$ cat config.mk
export PLATFORM = sky130hd
export DESIGN_NAME = smpc_ctrl
export DESIGN_NICKNAME = d
export VERILOG_FILES = /design/src/core/smpc_pkg.sv /design/src/core/smpc_ctrl.sv
export SDC_FILE = /design/constraint.sdc
export NUM_CORES = 1
export LEC_CHECK = 0
export BUFFER_PORTS_ARGS = -buffer_cell sky130_fd_sc_hd__buf_2
export CORE_MARGIN = 3
export CORE_UTILIZATION = 44
export CTS_CLUSTER_DIAMETER = 200
export CTS_CLUSTER_SIZE = 28
export DETAILED_ROUTE_END_ITERATION = 10
export PLACE_DENSITY = 0.77
export SKIP_CTS_REPAIR_TIMING = 1
export SYNTH_ARGS = -nofsm -noshare
export SYNTH_HDL_FRONTEND = slang
export SYNTH_SLANG_ARGS = --single-unit
$ cat constraint.sdc
create_clock -name sys_clk -period 1.55 [get_ports sys_clk]
set_input_delay 0.31 -clock sys_clk [delete_from_list [all_inputs] [get_ports sys_clk]]
set_output_delay 0.31 -clock sys_clk [all_outputs]
set_load 0.05 [all_outputs]
$ cat src/core/smpc_pkg.sv
/*
 * Package for the stop-mode power controller: register indexes,
 * field positions, reset values, state type and the power-control
 * bundle. Assumes a single 50 MHz system clock domain.
 */
`default_nettype none

package smpc_pkg;

    // ======================================================
    // Register map (index on the plain register port)
    // ======================================================
    localparam logic [1:0] SMPC_IDX_CTL1 = 2'h0;  // Lowvolt reset, stop enable
    localparam logic [1:0] SMPC_IDX_CTL2 = 2'h1;  // Power-down selects, ack, flag
    localparam logic [1:0] SMPC_IDX_DBG  = 2'h2;  // Debug status/control
    localparam logic [1:0] SMPC_IDX_STAT = 2'h3;  // Current mode, read only

    // ======================================================
    // Field positions
    // ======================================================
    localparam int SMPC_B_LVRE  = 0;  // lowvolt_reset_enable
    localparam int SMPC_B_STOP_INSTR_ENABLE = 1;  // stop_instr_enable
    localparam int SMPC_B_RTIE  = 2;  // realtime_interrupt source enable
    localparam int SMPC_B_PDS   = 0;  // power_down_select
    localparam int SMPC_B_PPDS  = 1;  // partial_power_down_select
    localparam int SMPC_B_ACK   = 2;  // pin_latch_release_ack, write only
    localparam int SMPC_B_PARTIAL_POWER_DOWN_FLAG  = 3;  // partial_power_down_flag, read only
    localparam int SMPC_B_DBGE  = 0;  // debug_entry_enable
    localparam int SMPC_B_BGACT = 1;  // Active background, read only

    // ======================================================
    // Reset values
    // ======================================================
    localparam logic [2:0] SMPC_RST_CTL1 = 3'h0;
    localparam logic [1:0] SMPC_RST_CTL2 = 2'h0;
    localparam logic       SMPC_RST_DBGE = 1'h0;

    // ======================================================
    // Mode codes shown in the status register
    // ======================================================
    localparam logic [2:0] SMPC_M_RUN   = 3'h0;
    localparam logic [2:0] SMPC_M_STOP1 = 3'h1;
    localparam logic [2:0] SMPC_M_STOP2 = 3'h2;
    localparam logic [2:0] SMPC_M_STOP3 = 3'h3;
    localparam logic [2:0] SMPC_M_BKGD  = 3'h4;

    typedef enum logic [2:0] {
        SMPC_RUN, SMPC_STOP1, SMPC_STOP2, SMPC_STOP3, SMPC_BKGD
    } smpc_state_t;

    // Power and clock controls driven to the rest of the chip
    typedef struct packed {
        logic periph_clk_en;  // Timer, serial, spi, carrier clocks
        logic bdm_clk_en;     // Background debug logic clock
        logic osc_en;         // Oscillator running
        logic reg_full;       // Regulator in full regulation
        logic analog_comparator_standby;   // Analog comparator in standby
        logic pin_hold;       // Pin latches closed
        logic pin_force_rst;  // Pins forced to reset state
        logic rti_en;         // Realtime interrupt kept alive
    } smpc_pwr_t;

endpackage : smpc_pkg

`default_nettype wire

$ cat src/core/smpc_ctrl.sv
/*
 * Stop-mode power controller: chooses the stop variant on a stop
 * instruction, gates clocks, oscillator and regulator, governs pin
 * latching and wakeup resets, and answers debug commands in stop.
 * Assumes inputs synchronous to sys_clk and a one-cycle register port.
 */
`default_nettype none

// What this block does
// Background entry from run needs debug enable
// Debug clock stays on in stop when enabled
// Regulator full regulation when debug enabled
// Debug enable forces stop3 always
// Status memory commands in stop return error
// Background command wakes stop into background
// All debug commands accepted in background
// Enabled stop3: oscillator, regulator on, realtime interrupt kept
// Lowvolt reset enable keeps regulator active
// Lowvolt reset enable turns stop1/2 into stop3
// Peripheral clocks off in every stop
// Stop3 leaves pins driven by logic
// Stop2 latches pins until release ack
// Stop1 forces pins to reset state
// Stop3 keeps registers and RAM
// Stop2 wake resets registers, keeps RAM
// Stop1 wake resets registers, RAM lost
// Oscillator off in stop unless enabled stop3
// Peripherals halted; reset after stop1/2 wake
// Comparator standby in stop; reset after stop1/2
// Keypad wake rules differ stop3 vs stop1/2
// Regulator standby unless lowvolt or debug enabled
// Power-down select bits choose the variant
// Stop disabled gives illegal-opcode reset
// Flag set after stop2 until ack written
// Selects sampled once at stop instruction

module smpc_ctrl
    import smpc_pkg::*;
(
    input  wire logic       sys_clk,
    input  wire logic       nrst,
    input  wire logic       ce,
    input  wire logic [1:0] reg_addr,
    input  wire logic [7:0] reg_wdata,
    input  wire logic       reg_wr,
    input  wire logic       reg_rd,
    output logic      [7:0] reg_rdata,
    input  wire logic       stop_instr,
    input  wire logic [7:0] keypad_group_one_n,
    input  wire logic [7:0] keypad_group_one_en,
    input  wire logic       irq_wake_n,
    input  wire logic       keypad_int_req,
    input  wire logic       rti_wake,
    input  wire logic       dbg_cmd_valid,
    input  wire logic       dbg_cmd_background,
    input  wire logic       dbg_cmd_mem_status,
    input  wire logic       dbg_cmd_go,
    output logic            dbg_cmd_ok,
    output logic            dbg_cmd_err,
    output smpc_pwr_t       pwr,
    output logic            wake_sys_rst,
    output logic            ram_lost,
    output logic            illegal_op_rst,
    output logic            stop3_int_exit
);

    // ======================================================
    // Storage
    // ======================================================
    smpc_state_t state_r, state_nxt;
    logic [2:0]  ctl1_r;
    logic [1:0]  ctl2_r;
    logic        dbge_r;
    logic        partial_power_down_flag_r;
    logic        dbg_snap_r;   // Debug enable at stop instruction
    logic        lvre_snap_r;  // Lowvolt enable at stop instruction
    smpc_pwr_t   pwr_nxt;

    // ======================================================
    // Decode of register port and events
    // ======================================================
    wire wr_ctl1   = reg_wr && (reg_addr == SMPC_IDX_CTL1);
    wire wr_ctl2   = reg_wr && (reg_addr == SMPC_IDX_CTL2);
    wire wr_dbg    = reg_wr && (reg_addr == SMPC_IDX_DBG);
    wire ack_wr    = wr_ctl2 && reg_wdata[SMPC_B_ACK];
    wire in_run    = (state_r == SMPC_RUN);
    wire in_bkgd   = (state_r == SMPC_BKGD);
    wire in_stop   = !in_run && !in_bkgd;
    wire stop_instr_enable     = ctl1_r[SMPC_B_STOP_INSTR_ENABLE];
    wire lvre      = ctl1_r[SMPC_B_LVRE];
    wire stop_take = stop_instr && in_run && stop_instr_enable;
    wire stop_bad  = stop_instr && in_run && !stop_instr_enable;
    wire bg_cmd    = dbg_cmd_valid && dbg_cmd_background;
    wire ms_cmd    = dbg_cmd_valid && dbg_cmd_mem_status;

    // Keypad group one and irq wake, active low always
    wire kpd_wake  = |(~keypad_group_one_n & keypad_group_one_en);
    wire pin_wake  = kpd_wake || !irq_wake_n;
    wire rti_ok    = rti_wake && ctl1_r[SMPC_B_RTIE];
    // Stop3 wakes on enabled keypad interrupts as configured
    wire s3_int    = keypad_int_req || !irq_wake_n || rti_ok;
    wire s3_bg     = bg_cmd && dbg_snap_r;
    wire s1_wake   = (state_r == SMPC_STOP1) && pin_wake;
    wire s2_wake   = (state_r == SMPC_STOP2) && (pin_wake || rti_ok);
    wire full_wake = s1_wake || s2_wake;

    // ======================================================
    // Stop variant from one sample of the selects
    // ======================================================
    function automatic smpc_state_t pick_stop(
        input logic pds,
        input logic ppds,
        input logic dbg,
        input logic lv
    );
        smpc_state_t s;
        if (dbg || lv) begin
            s = SMPC_STOP3;
        end else if (pds && ppds) begin
            s = SMPC_STOP2;
        end else if (pds) begin
            s = SMPC_STOP1;
        end else begin
            s = SMPC_STOP3;
        end
        return s;
    endfunction : pick_stop

    wire smpc_state_t stop_sel = pick_stop(ctl2_r[SMPC_B_PDS],
        ctl2_r[SMPC_B_PPDS], dbge_r, lvre);

    // ======================================================
    // Next state
    // ======================================================
    always_comb begin
        state_nxt = state_r;
        case (state_r)
            SMPC_RUN: begin
                if (stop_take) begin
                    state_nxt = stop_sel;
                end else if (bg_cmd && dbge_r) begin
                    state_nxt = SMPC_BKGD;
                end
            end
            SMPC_STOP1, SMPC_STOP2: begin
                if (full_wake) begin
                    state_nxt = SMPC_RUN;
                end
            end
            SMPC_STOP3: begin
                if (s3_bg) begin
                    state_nxt = SMPC_BKGD;
                end else if (s3_int) begin
                    state_nxt = SMPC_RUN;
                end
            end
            SMPC_BKGD: begin
                if (dbg_cmd_valid && dbg_cmd_go) begin
                    state_nxt = SMPC_RUN;
                end
            end
            default: state_nxt = SMPC_RUN;
        endcase
    end

    // ======================================================
    // Power controls for the state being entered
    // ======================================================
    wire nxt_stop = (state_nxt != SMPC_RUN) && (state_nxt != SMPC_BKGD);
    wire nxt_s1   = (state_nxt == SMPC_STOP1);
    wire nxt_s2   = (state_nxt == SMPC_STOP2);
    wire snap_dbg = stop_take ? dbge_r : dbg_snap_r;
    wire snap_lv  = stop_take ? lvre : lvre_snap_r;
    wire keep_on  = snap_dbg || snap_lv;

    always_comb begin
        pwr_nxt.periph_clk_en = !nxt_stop;
        pwr_nxt.bdm_clk_en    = !nxt_stop || snap_dbg;
        pwr_nxt.osc_en        = !nxt_stop || keep_on;
        pwr_nxt.reg_full      = !nxt_stop || keep_on;
        pwr_nxt.analog_comparator_standby  = nxt_stop;
        // Latch stays closed after stop2 until the ack
        pwr_nxt.pin_hold      = nxt_s2 || (partial_power_down_flag_r && !ack_wr)
                                || (s2_wake && full_wake);
        pwr_nxt.pin_force_rst = nxt_s1;
        // Wake from stop1/2 clears the enable along with the registers
        pwr_nxt.rti_en        = ctl1_r[SMPC_B_RTIE] && !nxt_s1 && !full_wake;
    end

    // ======================================================
    // State and power register
    // ======================================================
    always_ff @(posedge sys_clk or negedge nrst) begin
        if (!nrst) begin
            state_r <= SMPC_RUN;
            pwr     <= '{1'b1, 1'b1, 1'b1, 1'b1, 1'b0, 1'b0, 1'b0, 1'b0};
        end else if (ce) begin
            state_r <= state_nxt;
            pwr     <= pwr_nxt;
        end
    end

    // Debug and lowvolt enables frozen at the stop instruction
    always_ff @(posedge sys_clk or negedge nrst) begin
        if (!nrst) begin
            dbg_snap_r  <= 1'b0;
            lvre_snap_r <= 1'b0;
        end else if (ce && stop_take) begin
            dbg_snap_r  <= dbge_r;
            lvre_snap_r <= lvre;
        end
    end

    // ======================================================
    // Software registers; stop1/2 wake returns them to reset
    // ======================================================
    always_ff @(posedge sys_clk or negedge nrst) begin
        if (!nrst) begin
            ctl1_r <= SMPC_RST_CTL1;
            ctl2_r <= SMPC_RST_CTL2;
            dbge_r <= SMPC_RST_DBGE;
        end else if (ce) begin
            if (full_wake) begin
                ctl1_r <= SMPC_RST_CTL1;
                ctl2_r <= SMPC_RST_CTL2;
                dbge_r <= SMPC_RST_DBGE;
            end else begin
                if (wr_ctl1) begin
                    ctl1_r <= reg_wdata[2:0];
                end
                if (wr_ctl2) begin
                    ctl2_r <= reg_wdata[1:0];
                end
                if (wr_dbg) begin
                    dbge_r <= reg_wdata[SMPC_B_DBGE];
                end
            end
        end
    end

    // Partial power-down flag: set wins over the ack
    always_ff @(posedge sys_clk or negedge nrst) begin
        if (!nrst) begin
            partial_power_down_flag_r <= 1'b0;
        end else if (ce) begin
            if (s2_wake) begin
                partial_power_down_flag_r <= 1'b1;
            end else if (ack_wr) begin
                partial_power_down_flag_r <= 1'b0;
            end
        end
    end

    // ======================================================
    // Read data, one cycle after the strobe
    // ======================================================
    wire [2:0] mode_code =
        (state_r == SMPC_STOP1) ? SMPC_M_STOP1 :
        (state_r == SMPC_STOP2) ? SMPC_M_STOP2 :
        (state_r == SMPC_STOP3) ? SMPC_M_STOP3 :
        in_bkgd                 ? SMPC_M_BKGD  : SMPC_M_RUN;
    wire [7:0] rd_mux =
        (reg_addr == SMPC_IDX_CTL1) ? {5'h00, ctl1_r} :
        (reg_addr == SMPC_IDX_CTL2) ? {4'h0, partial_power_down_flag_r, 1'b0, ctl2_r} :
        (reg_addr == SMPC_IDX_DBG)  ? {6'h00, in_bkgd, dbge_r} :
                                      {5'h00, mode_code};

    always_ff @(posedge sys_clk or negedge nrst) begin
        if (!nrst) begin
            reg_rdata <= 8'h00;
        end else if (ce) begin
            reg_rdata <= reg_rd ? rd_mux : 8'h00;
        end
    end

    // ======================================================
    // Debug command answers and reset pulses
    // ======================================================
    wire cmd_ok_nxt  = dbg_cmd_valid && (in_bkgd
                       || (in_run && !dbg_cmd_go)
                       || (in_stop && bg_cmd && dbg_snap_r));
    wire cmd_err_nxt = ms_cmd && in_stop;

    always_ff @(posedge sys_clk or negedge nrst) begin
        if (!nrst) begin
            dbg_cmd_ok     <= 1'b0;
            dbg_cmd_err    <= 1'b0;
            wake_sys_rst   <= 1'b0;
            ram_lost       <= 1'b0;
            illegal_op_rst <= 1'b0;
            stop3_int_exit <= 1'b0;
        end else if (ce) begin
            dbg_cmd_ok     <= cmd_ok_nxt && !cmd_err_nxt;
            dbg_cmd_err    <= cmd_err_nxt;
            wake_sys_rst   <= full_wake;
            ram_lost       <= s1_wake;
            illegal_op_rst <= stop_bad;
            stop3_int_exit <= (state_r == SMPC_STOP3) && s3_int && !s3_bg;
        end
    end
endmodule : smpc_ctrl

`default_nettype wire

==> flow_summary.ini <==
[cells_and_area]
insertedDiodeCount = 0
syn2layout_area_growth_pct = 44.4
final-seq-area_sq_um = 733
share_of_cells_above_drive_strength_1_pct = 52.0
final_core_util_pct = 68.2
layout.cells.most_common = sky130_fd_sc_hd__buf_2
fillers = 264
multi_input_comb_area_sq_um = 951
final_nets = 290
fin_area_sq_um = 2360
final_cell_mix = 51 x sky130_fd_sc_hd__buf_2, 24 x sky130_fd_sc_hd__buf_4, 23 x sky130_fd_sc_hd__dfrtp_1
final_cell_count_no_fill = 298

[global_route]
grt_pass1_vias = 1417
met1_usage_pct = 25.2
grt_first_pass_wirelength_um = 6470
grt_busiest_layer = met2
global_route_track_usage_on_met2_pct = 31.4
gr-usage-all-layers_pct = 19.5
largest_net_degree_at_the_start_of_global_routing = 30
global_route.overflow_total = 0
grt.met3_usage_pct = 5.56
grt_antenna_before_repair = 0

[floorplanning]
design.core.area_sq_um = 3470
fp-row-count = 21
die-height_um = 67.0
start_util_pct = 47.2
boundaryPins = 61
die_area_sq_um = 4490
die_width_um = 67.0

[power]
seq_power_share_pct = 39.4
netSwitchingFraction_pct = 34.1
power.static_leakage_uw = 0.00116
share_clk_of_total_power_pct = 30.0
power.net_switching_uw = 788
cell_int_power_uw = 1530
share_comb_of_total_power_pct = 30.6
total_power_uw = 2310
p_per_area_nw_per_um2 = 978
worst_ir_drop_vdd_v = 0.000511

[synthesis]
synth_seq_cells = 29
post_synth_num_cell_types = 49
synth_enable_flop_cells = 0
synthesis.area_per_instance_sq_um = 9.31
yosysWarningCount = 0
async_reset_ff_share_pct = 100
yosysSeqAreaShare_pct = 44.5
yosys_most_used_dff = sky130_fd_sc_hd__dfrtp_1
mappedNetlistArea_sq_um = 1640
netlist_instances = 176

[detailed_routing]
detailedRoute.firstIterationViolations = 146
totalWireLength_um = 4370
detail_route.wl_per_cell_um = 14.7
via_count = 1551
detail-route-antenna-nets = 0
first_pass_iters = 4
post-route-drc-count = 0
via_per_inst = 5.20

[run]
maxCapViolations = 0

[clocking]
cts_max_path_buffers = 2
cts_root_buffer = sky130_fd_sc_hd__clkbuf_8
cts-buffers-inserted = 5
clkSinkCount = 29
clkTransAtPathRegs_ns = 0.06
insertion_delay_ns = 0.29
cts_tree = built
cts-htree-levels = 2

[setup_path]
critPathTopFamily = compound AO/OA/AOI/OAI gates
timing.critical_path.to_type = flip-flop
crit_type = flip-flop to flip-flop
worst_setup_path_start_kind = flip-flop
critical_path_buf_inv_count = 0
worst_path_largest_cell_delay_ns = 0.48
cell_by_cell_listing_of_the_critical_path = nor2b_4 -> and3_4 -> nand4_1 -> o311a_4 -> a221oi_2 -> a21oi_1
crit_slowest_cell = sky130_fd_sc_hd__dfrtp_2
required_ns = 1.71
critical_path_peak_fanout = 6
worst-endpoint-arrival_ns = 1.90

[place]
detailed_place.area_sq_um = 2110
hpwlAfterDp_um = 3140
place_congestion = 0.854
dp_slack_ns = -0.284
place.port_buffers = 51
dp.cells = 287

[run_status]
failed_checks = setup timing
run_status = finished, violations left

[timing]
finalHoldViolCount = 0
final_min_period_over_clock_period_pct = 112
setup_slack_ns = -0.190
setup_repair_after_global_routing_missed_its_margin = yes
finalClockSkew_ns = 0.00213
fin_crit_ns = 1.74
setup_viol = 16
max-slew-margin-rel_pct = 57.2
max_freq_mhz = 575
tightestPinTransition_ns = 0.643
report.final.slew_viol_count = 0

[min_path]
min-delay-path-class = primary input to asynchronous set/reset pin
## power groups by stage
| stage | clock [uW] | sequential (uW) | combinational [uW] |
|---|---|---|---|
| after floorplan | 0 | 1070 | 282 |
| after global placement | 0 | 914 | 640 |
| after detailed placement | 0 | 919 | 648 |
| after CTS | 704 | 907 | 653 |
| after global routing | 733 | 923 | 765 |
| final | 693 | 912 | 709 |
## synth_stat cells, types with 2 or more instances
| master | count | area (sq um) |
|---|---|---|
| sky130_fd_sc_hd__dfstp_2 | 3 | 78.8 |
| sky130_fd_sc_hd__mux2_2 | 4 | 45.0 |
| sky130_fd_sc_hd__nand2_1 | 23 | 86.3 |
| sky130_fd_sc_hd__nand2b_1 | 9 | 56.3 |
| sky130_fd_sc_hd__o21ai_0 | 8 | 40.0 |
| sky130_fd_sc_hd__o22ai_1 | 5 | 31.3 |
| sky130_fd_sc_hd__clkbuf_1 | 3 | 11.3 |
| sky130_fd_sc_hd__nor2_1 | 17 | 63.8 |
| sky130_fd_sc_hd__and3_1 | 2 | 12.5 |
| sky130_fd_sc_hd__inv_1 | 10 | 37.5 |
| sky130_fd_sc_hd__nor2b_1 | 2 | 12.5 |
| sky130_fd_sc_hd__nand3_1 | 6 | 30.0 |
| sky130_fd_sc_hd__o2bb2ai_1 | 2 | 17.5 |
| sky130_fd_sc_hd__o22a_2 | 2 | 20.0 |
| sky130_fd_sc_hd__dfrtp_1 | 26 | 651 |
| sky130_fd_sc_hd__nand4_1 | 4 | 25.0 |
| sky130_fd_sc_hd__a21oi_1 | 7 | 35.0 |
| sky130_fd_sc_hd__buf_1 | 3 | 11.3 |
| sky130_fd_sc_hd__buf_4 | 6 | 45.0 |
| sky130_fd_sc_hd__o2111ai_1 | 4 | 35.0 |
| sky130_fd_sc_hd__mux2i_1 | 2 | 20.0 |
## flip-flops by register name, summed over array words and instances (netlist names), 2 cells and up
register,cells
ctl1_r,3
pwr,7
reg_rdata,4
ctl2_r,2
state_r,3
## area by class of cell
class                           count  area share [%]
Inverter                           11            1.75
Multi-Input combinational cell    125            40.2
Tap cell                           46            2.43
Clock buffer                        7            4.07
Timing Repair Buffer               79            20.3
Sequential cell                    29            31.0
Clock inverter                      1           0.212
## cell families (layout without fill, tap and decap cells)
group	after synthesis	count (layout)	share of synthesized area, %
other cells	1	4	0.229
mux	8	8	6.26
compound gates	41	41	19.2
buf+inv	25	98	7.26
flops	29	29	44.5
simple gates	72	72	22.5
## metal layers
| layer | routed length (um) | vias up |
|---|---|---|
| met2 | 2180 | 58 |
| met1 | 1860 | 719 |
| met3 | 254 | 9 |
| met4 | 77 | 0 |
| met5 | 0 | - |
| li1 | - | 765 |
## through the flow
stage | TNS, ns | hold slack [ns]
floorplan | -0.600 | 0.0144
global placement | -3.30 | 0.373
detailed placement | -3.52 | 0.371
CTS | -2.35 | 0.0593
global route | -1.93 | 0.0964
finish | -0.949 | 0.0427
## final timing paths
path,startpoint,to,slack (ns),cells past startpoint
setup / recovery,state_r[2]$_DFFE_PN0P_,pwr[2]$_DFFE_PN0P_,-0.19,6
hold / removal,nrst,dbg_cmd_err$_DFFE_PN0P_,0.04,1
setup reg to reg,state_r[2]$_DFFE_PN0P_,pwr[2]$_DFFE_PN0P_,-0.19,6
hold reg to reg,pwr[0]$_DFFE_PN0P_,pwr[0]$_DFFE_PN0P_,0.48,2
min in group sys_clk,stop_instr,illegal_op_rst$_DFFE_PN0P_,0.30,2
max in group asynchronous,nrst,state_r[2]$_DFFE_PN0P_,1.05,1
## worst reg2reg max path, stage by stage, from the launching register on
cell and delay [ns]:
sky130_fd_sc_hd__dfrtp_2 0.48, sky130_fd_sc_hd__nor2b_4 0.15, sky130_fd_sc_hd__and3_4 0.19, sky130_fd_sc_hd__nand4_1 0.17, sky130_fd_sc_hd__o311a_4 0.22, sky130_fd_sc_hd__a221oi_2 0.28, sky130_fd_sc_hd__a21oi_1 0.12
Note: power is estimated with default switching activity, not from simulation.
